[src/shared/mapper_pkg.sv]
// Package for the key stream to burst bit mapper.
// Holds register map, field layout, bit counts per slot format and shared types.
// Assumes the key stream generator and burst datapath deliver bits in burst order.
package mapper_pkg;

   // Register byte offsets on the Wishbone slave
   localparam logic [7:0] REG_CTRL = 8'h00;
   localparam logic [7:0] REG_CFG = 8'h04;
   localparam logic [7:0] REG_STATUS = 8'h08;

   // Control register fields
   localparam int CTRL_START = 0;
   localparam int CTRL_ABORT = 1;

   // Configuration register fields
   localparam int CFG_SLOT_LSB = 0;
   localparam int CFG_MOD_LSB = 2;
   localparam int CFG_FMT_LSB = 4;
   localparam int CFG_ACTRL = 6;
   localparam int CFG_J_LSB = 8;

   // Status register fields
   localparam int STAT_BUSY = 0;
   localparam int STAT_DONE = 1;
   localparam int STAT_ERR = 2;
   localparam int STAT_CNT_LSB = 16;

   // Widths
   localparam int COUNT_W = 12;
   localparam int J_W = 6;
   localparam int SUB_W = 7;

   // Key stream layout of a segment
   localparam logic [COUNT_W-1:0] A_KEY_BITS = 12'h028;   // 40 bits for the A-field tail
   localparam logic [SUB_W-1:0] SUB_DATA_BITS = 7'h40;    // 64 data bits per subfield
   localparam logic [SUB_W-1:0] SUB_PERIOD = 7'h50;       // 64 data plus 16 check bits

   // Modulation pairs, index order: 2/4, 2/8, 4/4, 8/8 (A-field / B-field)
   // Unprotected half slot base counts: 160, 240, 224, 368
   localparam logic [3:0][COUNT_W-1:0] HALF_BASE = {12'h170, 12'h0e0, 12'h0f0, 12'h0a0};
   // Per-j multiplier of half slot counts: 2, 3, 2, 3
   localparam logic [3:0][COUNT_W-1:0] HALF_MULT = {12'h003, 12'h002, 12'h003, 12'h002};
   // Unprotected full slot counts: 640, 960, 704, 1088
   localparam logic [3:0][COUNT_W-1:0] UNPROT_FULL = {12'h440, 12'h2c0, 12'h3c0, 12'h280};
   // Unprotected double slot counts: 1600, 2400, 1664, 2528
   localparam logic [3:0][COUNT_W-1:0] UNPROT_DOUBLE = {12'h9e0, 12'h680, 12'h960, 12'h640};
   // Single subfield protected full slot counts: 608, 928, 672, 1056
   localparam logic [3:0][COUNT_W-1:0] SINGLE_FULL = {12'h420, 12'h2a0, 12'h3a0, 12'h260};
   // Single subfield protected double slot counts: 1568, 2368, 1632, 2496
   localparam logic [3:0][COUNT_W-1:0] SINGLE_DOUBLE = {12'h9c0, 12'h660, 12'h940, 12'h620};
   // Extra B-field bits f per pair: 0, 0, 64, 128
   localparam logic [3:0][COUNT_W-1:0] EXTRA_BITS = {12'h080, 12'h040, 12'h000, 12'h000};

   typedef enum logic [1:0] {SLOT_HALF, SLOT_FULL, SLOT_DOUBLE, SLOT_BAD} slot_e;
   typedef enum logic [1:0] {FMT_UNPROT, FMT_SINGLE, FMT_MULTI, FMT_BAD} fmt_e;
   typedef enum logic {ST_IDLE, ST_RUN} state_e;

   // Burst configuration as written by software
   typedef struct packed {
      logic [J_W-1:0] j;
      logic a_ctrl;
      fmt_e fmt;
      logic [1:0] mod_pair;
      slot_e slot;
   } cfg_s;

   // One mapped bit on its way to the burst datapath
   typedef struct packed {
      logic bit_val;
      logic applied;
      logic last;
   } map_item_s;

endpackage

[src/core/bfield_length_select.sv]
// Looks up B-field bit counts for a slot format and modulation pair.
// Pure combinational; the caller holds its inputs stable through a burst.
module bfield_length_select (
   // Burst configuration
   input wire mapper_pkg::cfg_s cfg_i,
   // Counts
   output logic [mapper_pkg::COUNT_W-1:0] total_bits_o,
   output logic [mapper_pkg::COUNT_W-1:0] enc_bits_o
);

   logic [mapper_pkg::COUNT_W-1:0] half_count;

   // Half slot count grows with j; product is cut to the count width on purpose
   assign half_count = mapper_pkg::HALF_BASE[cfg_i.mod_pair]
      + mapper_pkg::COUNT_W'(mapper_pkg::COUNT_W'(cfg_i.j) * mapper_pkg::HALF_MULT[cfg_i.mod_pair]);

   // count tables
   // Total data bits of the B-field, and the span that takes key stream bits
   always_comb begin
      total_bits_o = '0;
      case (cfg_i.slot)
         mapper_pkg::SLOT_HALF: total_bits_o = half_count;
         mapper_pkg::SLOT_FULL: total_bits_o = mapper_pkg::UNPROT_FULL[cfg_i.mod_pair];
         mapper_pkg::SLOT_DOUBLE: total_bits_o = mapper_pkg::UNPROT_DOUBLE[cfg_i.mod_pair];
         default: total_bits_o = '0;
      endcase
      enc_bits_o = total_bits_o;
      if (cfg_i.fmt == mapper_pkg::FMT_SINGLE) begin
         case (cfg_i.slot)
            mapper_pkg::SLOT_FULL: enc_bits_o = mapper_pkg::SINGLE_FULL[cfg_i.mod_pair];
            mapper_pkg::SLOT_DOUBLE: enc_bits_o = mapper_pkg::SINGLE_DOUBLE[cfg_i.mod_pair];
            default: enc_bits_o = '0;
         endcase
      end
   end

endmodule // bfield_length_select

[src/core/bit_fifo.sv]
// Small synchronous FIFO in flip-flops, valid/ready on both sides.
// Assumes one clock; ready and valid flags are registered from the next count.
module bit_fifo #(
   parameter int WIDTH = 3,
   parameter int DEPTH = 16
) (
   // Clock and reset
   input wire logic clk_i,
   input wire logic rst_i,
   // Fill side
   input wire logic in_valid_i,
   input wire logic [WIDTH-1:0] in_data_i,
   output logic in_ready_o,
   // Drain side
   output logic out_valid_o,
   output logic [WIDTH-1:0] out_data_o,
   input wire logic out_ready_i
);

   localparam int PTR_W = $clog2(DEPTH);
   localparam int CNT_W = $clog2(DEPTH + 1);
   localparam logic [CNT_W-1:0] FULL_CNT = CNT_W'(DEPTH);
   localparam logic [PTR_W-1:0] LAST_PTR = PTR_W'(DEPTH - 1);

   logic [WIDTH-1:0] mem [DEPTH];
   logic [PTR_W-1:0] wr_ptr;
   logic [PTR_W-1:0] rd_ptr;
   logic [CNT_W-1:0] count;
   logic [CNT_W-1:0] next_count;
   logic push;
   logic pop;

   assign push = in_valid_i && in_ready_o;
   assign pop = out_valid_o && out_ready_i;
   assign out_data_o = mem[rd_ptr];

   // Occupancy after this edge
   always_comb begin
      next_count = count;
      if (push && !pop) begin
         next_count = count + 1'b1;
      end else if (pop && !push) begin
         next_count = count - 1'b1;
      end
   end

   // Storage write
   always_ff @(posedge clk_i) begin
      if (push) begin
         mem[wr_ptr] <= in_data_i;
      end
   end

   // Pointers wrap at any depth, not only powers of two
   always_ff @(posedge clk_i) begin
      if (rst_i) begin
         wr_ptr <= '0;
         rd_ptr <= '0;
      end else begin
         if (push) begin
            wr_ptr <= (wr_ptr == LAST_PTR) ? '0 : wr_ptr + 1'b1;
         end
         if (pop) begin
            rd_ptr <= (rd_ptr == LAST_PTR) ? '0 : rd_ptr + 1'b1;
         end
      end
   end

   // Flags come from the next count so they are exact yet registered
   always_ff @(posedge clk_i) begin
      if (rst_i) begin
         count <= '0;
         in_ready_o <= 1'b0;
         out_valid_o <= 1'b0;
      end else begin
         count <= next_count;
         in_ready_o <= (next_count != FULL_CNT);
         out_valid_o <= (next_count != '0);
      end
   end

endmodule // bit_fifo

[src/core/keystream_bfield_xor_mapper.sv]
// Maps key stream segment bits onto A-field tail and B-field bits of a burst.
// Assumes key stream and burst bits arrive in order, one bit per handshake.
module keystream_bfield_xor_mapper #(
   parameter int FIFO_DEPTH = 16
) (
   // Clock and reset
   input wire logic clk_i,
   input wire logic rst_i,
   // Wishbone slave
   input wire logic wb_cyc_i,
   input wire logic wb_stb_i,
   input wire logic wb_we_i,
   input wire logic [7:0] wb_adr_i,
   input wire logic [3:0] wb_sel_i,
   input wire logic [31:0] wb_dat_i,
   output logic [31:0] wb_dat_o,
   output logic wb_ack_o,
   // Key stream segment bits
   input wire logic ks_valid_i,
   input wire logic ks_bit_i,
   output logic ks_ready_o,
   // Burst bits in: A bits 8..47, then B-field bits
   input wire logic din_valid_i,
   input wire logic din_bit_i,
   output logic din_ready_o,
   // Mapped burst bits out
   output logic dout_valid_o,
   output logic dout_bit_o,
   output logic dout_applied_o,
   output logic dout_last_o,
   input wire logic dout_ready_i
);

   localparam int ITEM_W = $bits(mapper_pkg::map_item_s);
   localparam logic [mapper_pkg::COUNT_W-1:0] ONE_CNT = 12'h001;

   mapper_pkg::cfg_s cfg_reg;
   mapper_pkg::cfg_s active;
   mapper_pkg::state_e state;
   logic [mapper_pkg::COUNT_W-1:0] key_idx;
   logic [mapper_pkg::SUB_W-1:0] sub_pos;
   logic [mapper_pkg::COUNT_W-1:0] total_bits;
   logic [mapper_pkg::COUNT_W-1:0] enc_bits;
   logic [mapper_pkg::COUNT_W-1:0] b_idx;
   logic done;
   logic cfg_error;
   logic fifo_in_ready;
   logic take;
   logic in_a;
   logic apply;
   logic last;
   logic cfg_ok;
   logic bus_req;
   logic wr_ctrl;
   logic wr_cfg;
   logic wr_status;
   logic start;
   logic abort;
   mapper_pkg::map_item_s item;
   mapper_pkg::map_item_s head;

   // Bus request decode; one access per request, ack follows one cycle later
   assign bus_req = wb_cyc_i && wb_stb_i && !wb_ack_o;
   assign wr_ctrl = bus_req && wb_we_i && wb_sel_i[0] && (wb_adr_i == mapper_pkg::REG_CTRL);
   assign wr_cfg = bus_req && wb_we_i && (wb_adr_i == mapper_pkg::REG_CFG);
   assign wr_status = bus_req && wb_we_i && wb_sel_i[0] && (wb_adr_i == mapper_pkg::REG_STATUS);
   assign start = wr_ctrl && wb_dat_i[mapper_pkg::CTRL_START];
   assign abort = wr_ctrl && wb_dat_i[mapper_pkg::CTRL_ABORT];

   // slot check: single protected layout has no half slot form
   assign cfg_ok = (cfg_reg.slot != mapper_pkg::SLOT_BAD) && (cfg_reg.fmt != mapper_pkg::FMT_BAD)
      && !((cfg_reg.fmt == mapper_pkg::FMT_SINGLE) && (cfg_reg.slot == mapper_pkg::SLOT_HALF));

   // count lookup from the configuration latched at start
   bfield_length_select u_len (
      .cfg_i(active),
      .total_bits_o(total_bits),
      .enc_bits_o(enc_bits)
   );

   // A bit pairs with both inputs present and room downstream
   assign take = (state == mapper_pkg::ST_RUN) && ks_valid_i && din_valid_i && fifo_in_ready;
   // Each side is offered ready only when the other has a bit, so pairs never slip
   assign ks_ready_o = (state == mapper_pkg::ST_RUN) && fifo_in_ready && din_valid_i;
   assign din_ready_o = (state == mapper_pkg::ST_RUN) && fifo_in_ready && ks_valid_i;

   assign in_a = key_idx < mapper_pkg::A_KEY_BITS;
   assign b_idx = key_idx - mapper_pkg::A_KEY_BITS;
   assign last = key_idx == (mapper_pkg::A_KEY_BITS + total_bits - ONE_CNT);

   // Decide whether the current key bit is applied or discarded
   always_comb begin
      apply = 1'b0;
      if (in_a) begin
         apply = active.a_ctrl;
      end else if (b_idx < enc_bits) begin
         case (active.fmt)
            mapper_pkg::FMT_UNPROT: apply = 1'b1;
            mapper_pkg::FMT_SINGLE: apply = 1'b1;
            mapper_pkg::FMT_MULTI: apply = sub_pos < mapper_pkg::SUB_DATA_BITS;
            default: apply = 1'b0;
         endcase
      end
   end

   // XOR is its own inverse, so one mapping serves encrypt and decrypt
   always_comb begin
      item.bit_val = din_bit_i ^ (apply & ks_bit_i);
      item.applied = apply;
      item.last = last;
   end

   // Configuration register, byte lanes honoured
   always_ff @(posedge clk_i) begin
      if (rst_i) begin
         cfg_reg <= '0;
      end else if (wr_cfg) begin
         if (wb_sel_i[0]) begin
            cfg_reg.slot <= mapper_pkg::slot_e'(wb_dat_i[mapper_pkg::CFG_SLOT_LSB +: 2]);
            cfg_reg.mod_pair <= wb_dat_i[mapper_pkg::CFG_MOD_LSB +: 2];
            cfg_reg.fmt <= mapper_pkg::fmt_e'(wb_dat_i[mapper_pkg::CFG_FMT_LSB +: 2]);
            cfg_reg.a_ctrl <= wb_dat_i[mapper_pkg::CFG_ACTRL];
         end
         if (wb_sel_i[1]) begin
            cfg_reg.j <= wb_dat_i[mapper_pkg::CFG_J_LSB +: mapper_pkg::J_W];
         end
      end
   end

   // Burst sequencing: start latches the configuration, last bit or abort ends it
   always_ff @(posedge clk_i) begin
      if (rst_i) begin
         state <= mapper_pkg::ST_IDLE;
         active <= '0;
      end else begin
         case (state)
            mapper_pkg::ST_IDLE: begin
               if (start && cfg_ok) begin
                  state <= mapper_pkg::ST_RUN;
                  active <= cfg_reg;
               end
            end
            mapper_pkg::ST_RUN: begin
               // key bits past the last mapped bit are never taken
               if (abort || (take && last)) begin
                  state <= mapper_pkg::ST_IDLE;
               end
            end
            default: state <= mapper_pkg::ST_IDLE;
         endcase
      end
   end

   // Bit position counters; subfield position cycles through data and check
   always_ff @(posedge clk_i) begin
      if (rst_i) begin
         key_idx <= '0;
         sub_pos <= '0;
      end else if ((state == mapper_pkg::ST_IDLE) && start && cfg_ok) begin
         key_idx <= '0;
         sub_pos <= '0;
      end else if (take) begin
         key_idx <= key_idx + ONE_CNT;
         if (!in_a) begin
            sub_pos <= (sub_pos == mapper_pkg::SUB_PERIOD - 1'b1) ? '0 : sub_pos + 1'b1;
         end
      end
   end

   // Sticky flags; a set in the clearing cycle wins
   always_ff @(posedge clk_i) begin
      if (rst_i) begin
         done <= 1'b0;
         cfg_error <= 1'b0;
      end else begin
         if (take && last) begin
            done <= 1'b1;
         end else if (wr_status && wb_dat_i[mapper_pkg::STAT_DONE]) begin
            done <= 1'b0;
         end
         if (start && !cfg_ok) begin
            cfg_error <= 1'b1;
         end else if (wr_status && wb_dat_i[mapper_pkg::STAT_ERR]) begin
            cfg_error <= 1'b0;
         end
      end
   end

   // Read data and ack; unmapped addresses ack with zero
   always_ff @(posedge clk_i) begin
      if (rst_i) begin
         wb_ack_o <= 1'b0;
         wb_dat_o <= '0;
      end else begin
         wb_ack_o <= bus_req;
         wb_dat_o <= '0;
         if (bus_req && !wb_we_i) begin
            case (wb_adr_i)
               mapper_pkg::REG_CFG: wb_dat_o <= 32'(cfg_reg.slot)
                  | (32'(cfg_reg.mod_pair) << mapper_pkg::CFG_MOD_LSB)
                  | (32'(cfg_reg.fmt) << mapper_pkg::CFG_FMT_LSB)
                  | (32'(cfg_reg.a_ctrl) << mapper_pkg::CFG_ACTRL)
                  | (32'(cfg_reg.j) << mapper_pkg::CFG_J_LSB);
               mapper_pkg::REG_STATUS: wb_dat_o <= 32'(state == mapper_pkg::ST_RUN)
                  | (32'(done) << mapper_pkg::STAT_DONE)
                  | (32'(cfg_error) << mapper_pkg::STAT_ERR)
                  | (32'(key_idx) << mapper_pkg::STAT_CNT_LSB);
               default: wb_dat_o <= '0;
            endcase
         end
      end
   end

   // Output buffer; a stalled datapath stalls both input streams
   bit_fifo #(
      .WIDTH(ITEM_W),
      .DEPTH(FIFO_DEPTH)
   ) u_fifo (
      .clk_i(clk_i),
      .rst_i(rst_i),
      .in_valid_i(take),
      .in_data_i(item),
      .in_ready_o(fifo_in_ready),
      .out_valid_o(dout_valid_o),
      .out_data_o(head),
      .out_ready_i(dout_ready_i)
   );

   assign dout_bit_o = head.bit_val;
   assign dout_applied_o = head.applied;
   assign dout_last_o = head.last;
endmodule // keystream_bfield_xor_mapper

[config.mk]
export PLATFORM = sky130hd
export DESIGN_NAME = keystream_bfield_xor_mapper
export DESIGN_NICKNAME = d
export VERILOG_FILES = /design/src/shared/mapper_pkg.sv /design/src/core/bfield_length_select.sv /design/src/core/bit_fifo.sv /design/src/core/keystream_bfield_xor_mapper.sv
export SDC_FILE = /design/constraint.sdc
export NUM_CORES = 1
export LEC_CHECK = 0
export ABC_AREA = 1
export BUFFER_PORTS_ARGS = -buffer_cell sky130_fd_sc_hd__buf_4
export CAP_MARGIN = 20
export CORE_MARGIN = 2
export CORE_UTILIZATION = 53
export DETAILED_ROUTE_END_ITERATION = 10
export PLACE_DENSITY = 0.74
export SYNTH_ARGS = -nofsm -noshare
export SYNTH_HDL_FRONTEND = slang
export SYNTH_SLANG_ARGS = --single-unit
[constraint.sdc]
create_clock -name clk_i -period 4.07 [get_ports clk_i]
set_input_delay 0.814 -clock clk_i [delete_from_list [all_inputs] [get_ports clk_i]]
set_output_delay 0.814 -clock clk_i [all_outputs]
set_load 0.02 [all_outputs]
==> flow_summary_export.csv, run 1 <==
group,metric,value,unit
status,status,"finished, violations left",
status,violations,"setup timing",
placed_design,portBuffers,64,
grt,grt_antenna_before_repair,0,
final_layout,design_area,8990,sq um
logic_synthesis,avgSynthCellArea,8.19,sq um
logic_synthesis,synth-adder-area-share,0.0970,
logic_synthesis,synthesis.instances,920,
logic_synthesis,yosys.area_share.xor_xnor,0.0291,
drt,drc,0,
clock_tree,cts.clk_slew.worst_paths,60,ps
logic_synthesis,synth-simple-area-share,0.221,
clock_tree,htreeDepth,4,
placed_design,placed_area,8210,sq um
logic_synthesis,synth_compound_area_frac,0.109,
grt,grt_use_total,0.222,
drt,ant_nets,0,
sta,drv_slew,0,
critical_path,worstSetupEndpointType,"flip-flop",
sta,fin_ws,-5.19,ps
critical_path,path_max_fanout,8,
final_layout,largest_reg_flops,48,
logic_synthesis,seq_area_frac_synth,0.438,
die,die_h,123,um
drt,wl,16300,um
critical_path,cp_data_arrival_time,4240,ps
sta,layout_min_cycle_time,4080,ps
power,pwr_density_cell,376,nW/um^2
power,irDropWorstVdd,0.290,mV
final_layout,n_antenna_cell,0,
sta,setup_viol,8,
final_layout,reg_top3,"u_fifo.mem (48), wb_dat_o (25)",
clock_tree,numCtsBuffers,17,
sta,fmax,245,MHz
placed_design,pre_cts_ws,-112,ps
logic_synthesis,synthMuxAreaShare,0.0173,
grt,grt_pass1_vias,5586,
critical_path,crit_required,4230,ps
final_layout,syn2layout_area_growth,19.3,%
drt,viasPerCell,5.17,
die,io_pins,93,
die,num_rows,43,
die,die_x,123,um
sta,period_share,1.00,
power,p_leak,3.77,nW
clock_tree,cts_sinks,141,
final_layout,nNetsFinal,1105,
logic_synthesis,synth_top_family_by_area,"simple AND/OR/NAND/NOR gates",
sta,fin_worst_skew,8.66,ps
logic_synthesis,synthesis.area,7530,sq um
logic_synthesis,yosys_warnings,0,
drt,first_pass_iters,5,
drt,wl_per_cell,13.7,um
worst_hold_path,min_path_type,"reg -> reg",
critical_path,critPathLaunchType,"flip-flop",
die,initial_core_util,0.543,
sta,max_slew_margin,0.374,
clock_tree,cts_tree,"yes",
clock_tree,postCtsHoldBufs,0,
drt,drt-initial-drc-count,419,
clock_tree,clock_path_buffers,2,
grt,grt_max_degree,37,
clock_tree,cts-root-buf,"clkbuf_16",
placed_design,hpwl,11900,um
grt,grt_overflow,0,
job,drv_cap,0,
final_layout,drive_gt1_frac,0.185,
die,die_area,15200,sq um
sta,hold_violations,0,
drt,num_vias,6143,
logic_synthesis,synth_cell_types,46,
placed_design,place.gp.congestion,0.869,
final_layout,fillers,1194,
logic_synthesis,ys_ff_latch,141,
die,design.core.area,13900,sq um
sta,tightest_slew,936,ps
sta,rsz0062_at_grt,"true",
final_layout,regMostFlops,"u_fifo.mem",
clock_tree,clock_latency,420,ps
critical_path,worstSetupPathType,"reg -> reg",
grt,grt_pass1_wl,26400,um
==> logic make-up after synthesis <==
family,count (synthesis)
other,1
AOI/OAI and AO/OA,145
DFF,141
xor gates and xnor gates,25
and+or+nand+nor,375
buffers and inverters,164
muxes,13
adders and majority gates,56
==> layout by cell type (no fill, tap or decap), types with 3 or more instances in the layout <==
cell | netlist | final
nand2_1 | 172 | 163
inv_1 | 125 | 119
dfxtp_1 | 93 | 90
nor2_1 | 87 | 87
buf_4 | 9 | 79
a21oi_1 | 53 | 50
o21ai_0 | 53 | 49
edfxtp_1 | 48 | 48
ha_1 | 52 | 44
nand3_1 | 42 | 39
nor3_1 | 31 | 31
xor2_1 | 23 | 23
clkbuf_16 | 0 | 17
mux2i_1 | 13 | 13
o211ai_1 | 13 | 13
inv_2 | 6 | 12
nand2_2 | 5 | 12
a211oi_1 | 9 | 9
nand3_2 | 4 | 7
or2_2 | 7 | 7
conb_1 | 1 | 7
a21oi_2 | 3 | 6
nor3b_1 | 6 | 6
ha_4 | 0 | 6
nor2_2 | 5 | 5
nand4_1 | 4 | 4
inv_8 | 0 | 4
clkinv_1 | 2 | 3
nor3_2 | 3 | 3
o21ai_2 | 0 | 3
o31ai_1 | 3 | 3
fa_1 | 4 | 3
inv_6 | 0 | 3
clkinv_4 | 0 | 3
==> power breakdown <==
part / switching (mW) / internal (mW) / total (mW)
sequential: 0.0426 / 1.49 / 1.53
clock: 0.636 / 0.862 / 1.50
combinational: 0.208 / 0.141 / 0.350
==> path summary, 6_finish.rpt <==
kind / startpoint / slack [ps] / cells after the start / end
worst min-delay path: cfg_reg[7]$_SDFFE_PP0P_ / 470 / 2 / wb_dat_o[8]$_SDFF_PP0_
worst max-delay path: active[2]$_SDFFE_PP0P_ / -5 / 23 / u_fifo.mem[7][2]$_DFFE_PP_
worst min register to register: cfg_reg[7]$_SDFFE_PP0P_ / 470 / 2 / wb_dat_o[8]$_SDFF_PP0_
worst max register to register: active[2]$_SDFFE_PP0P_ / -5 / 23 / u_fifo.mem[7][2]$_DFFE_PP_
==> worst max-delay path, stage by stage, from the launching register on <==
cell	delay, ps
dfxtp_4	350
nand2_2	50
inv_2	40
ha_4	210
ha_4	250
inv_2	30
fa_1	510
inv_1	50
ha_2	190
inv_2	50
fa_2	440
o21ai_2	140
nand2_2	70
o21ai_2	130
inv_2	50
ha_4	260
nand4_1	100
a21oi_1	150
nor2_1	80
o21ai_2	160
nand2_2	110
nand3b_1	150
buf_4	150
nand2_4	70
==> area by class of cell <==
cell class | count | area (sq um) | share of cell area
clock buffers | 17 | 425 | 0.0473
clock inverters | 15 | 151 | 0.0168
inverters | 133 | 499 | 0.0555
multi-input cells | 622 | 3780 | 0.420
flip-flops and latches | 141 | 3310 | 0.368
well taps | 180 | 225 | 0.0250
repair buffers | 80 | 604 | 0.0672
==> routing by layer <==
layer	up-vias	GRT usage	wire length [um]
li1	3158	-	-
met1	2784	0.304	7610
met2	176	0.351	7550
met3	25	0.0429	864
met4	0	0.0774	252
met5	-	0	0
==> synthesized netlist by cell type, drive strengths merged <==
| master | n | area (sq um) |
|---|---|---|
| o31ai | 3 | 22.5 |
| a21oi | 56 | 292 |
| o211ai | 13 | 97.6 |
| a22oi | 3 | 22.5 |
| nor3 | 34 | 185 |
| and3 | 2 | 12.5 |
| buf | 14 | 98.8 |
| ha | 52 | 651 |
| a211oi | 9 | 67.6 |
| a31oi | 2 | 12.5 |
| o2111ai | 1 | 8.76 |
| o21a | 1 | 7.51 |
| edfxtp | 48 | 1440 |
| a32oi | 1 | 8.76 |
| nor4 | 2 | 12.5 |
| conb | 1 | 3.75 |
| o22ai | 1 | 6.26 |
| nand2 | 177 | 677 |
| nand2b | 1 | 13.8 |
| xnor2 | 2 | 17.5 |
| or2 | 7 | 43.8 |
| a311oi | 1 | 8.76 |
| dfxtp | 93 | 1860 |
| clkinv | 2 | 7.51 |
| nor3b | 7 | 57.6 |
| nor2 | 93 | 369 |
| mux2i | 13 | 130 |
| nand3b | 2 | 15.0 |
| xor2 | 23 | 201 |
| nand3 | 46 | 250 |
| o21ai | 54 | 270 |
| fa | 4 | 80.1 |
| inv | 131 | 492 |
| nand4 | 4 | 25.0 |
| clkbuf | 17 | 63.8 |
==> per-stage QoR <==
stage          total power, mW   util  std cells  hold slack, ps  TNS, ps
2_1_floorplan             1.80      -        926             428        0
3_3_place_gp              1.90  0.591       1151             453     -301
3_5_place_dp              1.90  0.591       1151             458    -2070
4_1_cts                   3.39  0.634       1183             466        0
5_1_grt                   3.51  0.648       1188             481    -2080
6_report                  3.38  0.648       1188             466    -30.1
==> what timing repair did <==
action | in CTS | in global routing
pin swaps | 1 | 12
cloned | 0 | 1
resized for setup | 5 | 35
setup endpoints to repair | 32 | 50
buffers inserted | 0 | 4
(Power assumes the default switching activity.)
==> run 2, diff against run 1 <==
- CORE_ASPECT_RATIO: default -> 1.1
- GPL_TIMING_DRIVEN: default -> 0
==> run 2 against run 1 <==
The flow still finishes with violations (setup timing). Count of clock-buffer cells in the layout stayed put. Routed wire length rose by 9.2%. Sequential power is essentially flat. Via count up 3.9%. Core utilization grew 1.3 points. Power is 0.30% higher. Combinational power is 6.9% higher. Critical endpoint is now u_fifo.mem[13][2]$_DFFE_PP_. Largest power group unchanged. Highest routed layer unchanged.
==> flow_summary_export.csv, run 2 (same netlist as run 1, synthesis figures left out) <==
group,metric,value,unit
power,irDropWorstVdd,0.249,mV
power,net-switching-power,0.938,mW
clock_tree,cts-root-buf,"clkbuf_16",
power,p_leak,3.82,nW
clock_tree,cts.clk_slew.worst_paths,60,ps
power,p_clk_frac,0.441,
drt,first_pass_iters,5,
sta,hold_violations,0,
power,p_comb_frac,0.110,
final_layout,layout_common_cells,"nand2_1, inv_1, dfxtp_1",
final_layout,reg_top3,"u_fifo.mem (48), wb_dat_o (25)",
die,die_h,129,um
final_layout,n_antenna_cell,0,
drt,drt-initial-drc-count,454,
die,design.core.area,13900,sq um
critical_path,cp_data_arrival_time,4350,ps
die,die_x,118,um
final_layout,layout_commonest_cell,"nand2_1",
status,status,"finished, violations left",
placed_design,portBuffers,63,
die,die_area,15200,sq um
sta,max_slew_margin,0.596,
grt,grt_use_total,0.238,
clock_tree,cts_sinks,141,
placed_design,dp.cells,1177,
placed_design,place.gp.congestion,0.874,
critical_path,worstSetupEndpointType,"flip-flop",
clock_tree,clock_path_buffers,2,
clock_tree,clock_latency,420,ps
die,num_rows,45,
final_layout,regMostFlops,"u_fifo.mem",
critical_path,path_max_fanout,8,
critical_path,crit_required,4220,ps
sta,rsz0062_at_grt,"true",
grt,grt_overflow,0,
job,drv_cap,0,
sta,tightest_slew,606,ps
drt,viasPerCell,5.23,
die,io_pins,93,
drt,wl_per_cell,14.5,um
drt,num_vias,6385,
status,violations,"setup timing",
power,swShare,0.277,
sta,fmax,238,MHz
sta,period_share,1.03,
clock_tree,cts_tree,"yes",
power,intPower,2.45,mW
critical_path,worstSetupPathType,"reg -> reg",
sta,fin_ws,-136,ps
drt,wl,17800,um
final_layout,finalNonFillerCells,1222,
power,seqPwrFrac,0.449,
final_layout,largest_reg_flops,48,
grt,grt_pass1_wl,29000,um
power,pwr_density_cell,370,nW/um^2
critical_path,critPathLaunchType,"flip-flop",
clock_tree,numCtsBuffers,17,
final_layout,nNetsFinal,1131,
drt,drc,0,
placed_design,pre_cts_ws,-676,ps
power,power.total,3.39,mW
grt,grt_antenna_before_repair,0,
final_layout,drive_gt1_frac,0.188,
final_layout,syn2layout_area_growth,21.4,%
sta,finalSetupTns,-2010,ps
clock_tree,htreeDepth,4,
sta,fin_worst_skew,9.94,ps
drt,ant_nets,0,
sta,drv_slew,0,
die,initial_core_util,0.544,
sta,holdWs,465,ps
grt,grt_pass1_vias,6153,
sta,layout_min_cycle_time,4210,ps
sta,setup_viol,16,
clock_tree,postCtsHoldBufs,0,
worst_hold_path,min_path_type,"reg -> reg",
placed_design,hpwl,12800,um
grt,grt_max_degree,17,
==> run 2: layout make-up <==
class                   instances  area, sq um
fillers                      1152         4700
multi-input cells             622         3790
flip-flops and latches        141         3310
repair buffers                 76          587
inverters                     133          499
clock buffers                  17          425
well taps                     188          235
plain buffers                  30          158
clock inverters                15          146
==> run 2: critical path, cell delays in order, from the launching register on <==
cell	delay, ps
dfxtp_4	390
nand2_2	70
inv_2	70
ha_4	200
ha_4	260
inv_2	30
fa_1	520
inv_2	50
ha_4	160
inv_2	50
fa_1	440
o21ai_2	150
nand2_2	90
o21ai_2	150
inv_2	60
ha_4	260
nand4_1	120
a21oi_2	150
nor2_1	60
o21ai_2	200
nand2_4	90
nand3b_1	240
nand2_4	140
==> run 2: path summary, 6_finish.rpt <==
kind	slack, ps	startpoint	depth (start not counted)	endpoint
worst min register to register	470	cfg_reg[11]$_SDFFE_PP0P_	2	wb_dat_o[12]$_SDFF_PP0_
worst min-delay path	470	cfg_reg[11]$_SDFFE_PP0P_	2	wb_dat_o[12]$_SDFF_PP0_
worst max-delay path	-140	active[2]$_SDFFE_PP0P_	22	u_fifo.mem[13][2]$_DFFE_PP_
worst max register to register	-140	active[2]$_SDFFE_PP0P_	22	u_fifo.mem[13][2]$_DFFE_PP_
==> run 2: stage by stage <==
step	util	area [sq um]
5_1_grt	0.661	9150
6_report	0.661	9150
2_1_floorplan	-	7570
3_5_place_dp	0.598	8280
4_1_cts	0.651	9020
3_3_place_gp	0.598	8280
==> run 2: timing repair <==
item / 4_1_cts / 5_1_grt
cloned: 1 / 0
pin swaps: 17 / 20
resized for setup: 23 / 20
buffers inserted: 10 / 4
setup endpoints to repair: 49 / 50
hold endpoints to repair: 0 / 0
==> run 2: per-layer routing <==
| metal | up-vias | track usage | wire length, um |
|---|---|---|---|
| met5 | - | 0 | 0 |
| met4 | 0 | 0.0921 | 415 |
| met3 | 36 | 0.0480 | 1000 |
| met2 | 205 | 0.417 | 8710 |
| met1 | 2929 | 0.291 | 7630 |
| li1 | 3215 | - | - |
==> run 2: power by group through the flow <==
stage / clock, mW / combinational (mW) / sequential [mW]
3_3_place_gp: 0 / 0.364 / 1.55
4_1_cts: 1.49 / 0.372 / 1.52
3_5_place_dp: 0 / 0.370 / 1.55
5_1_grt: 1.56 / 0.424 / 1.53
2_1_floorplan: 0 / 0.255 / 1.55
6_report: 1.49 / 0.374 / 1.52
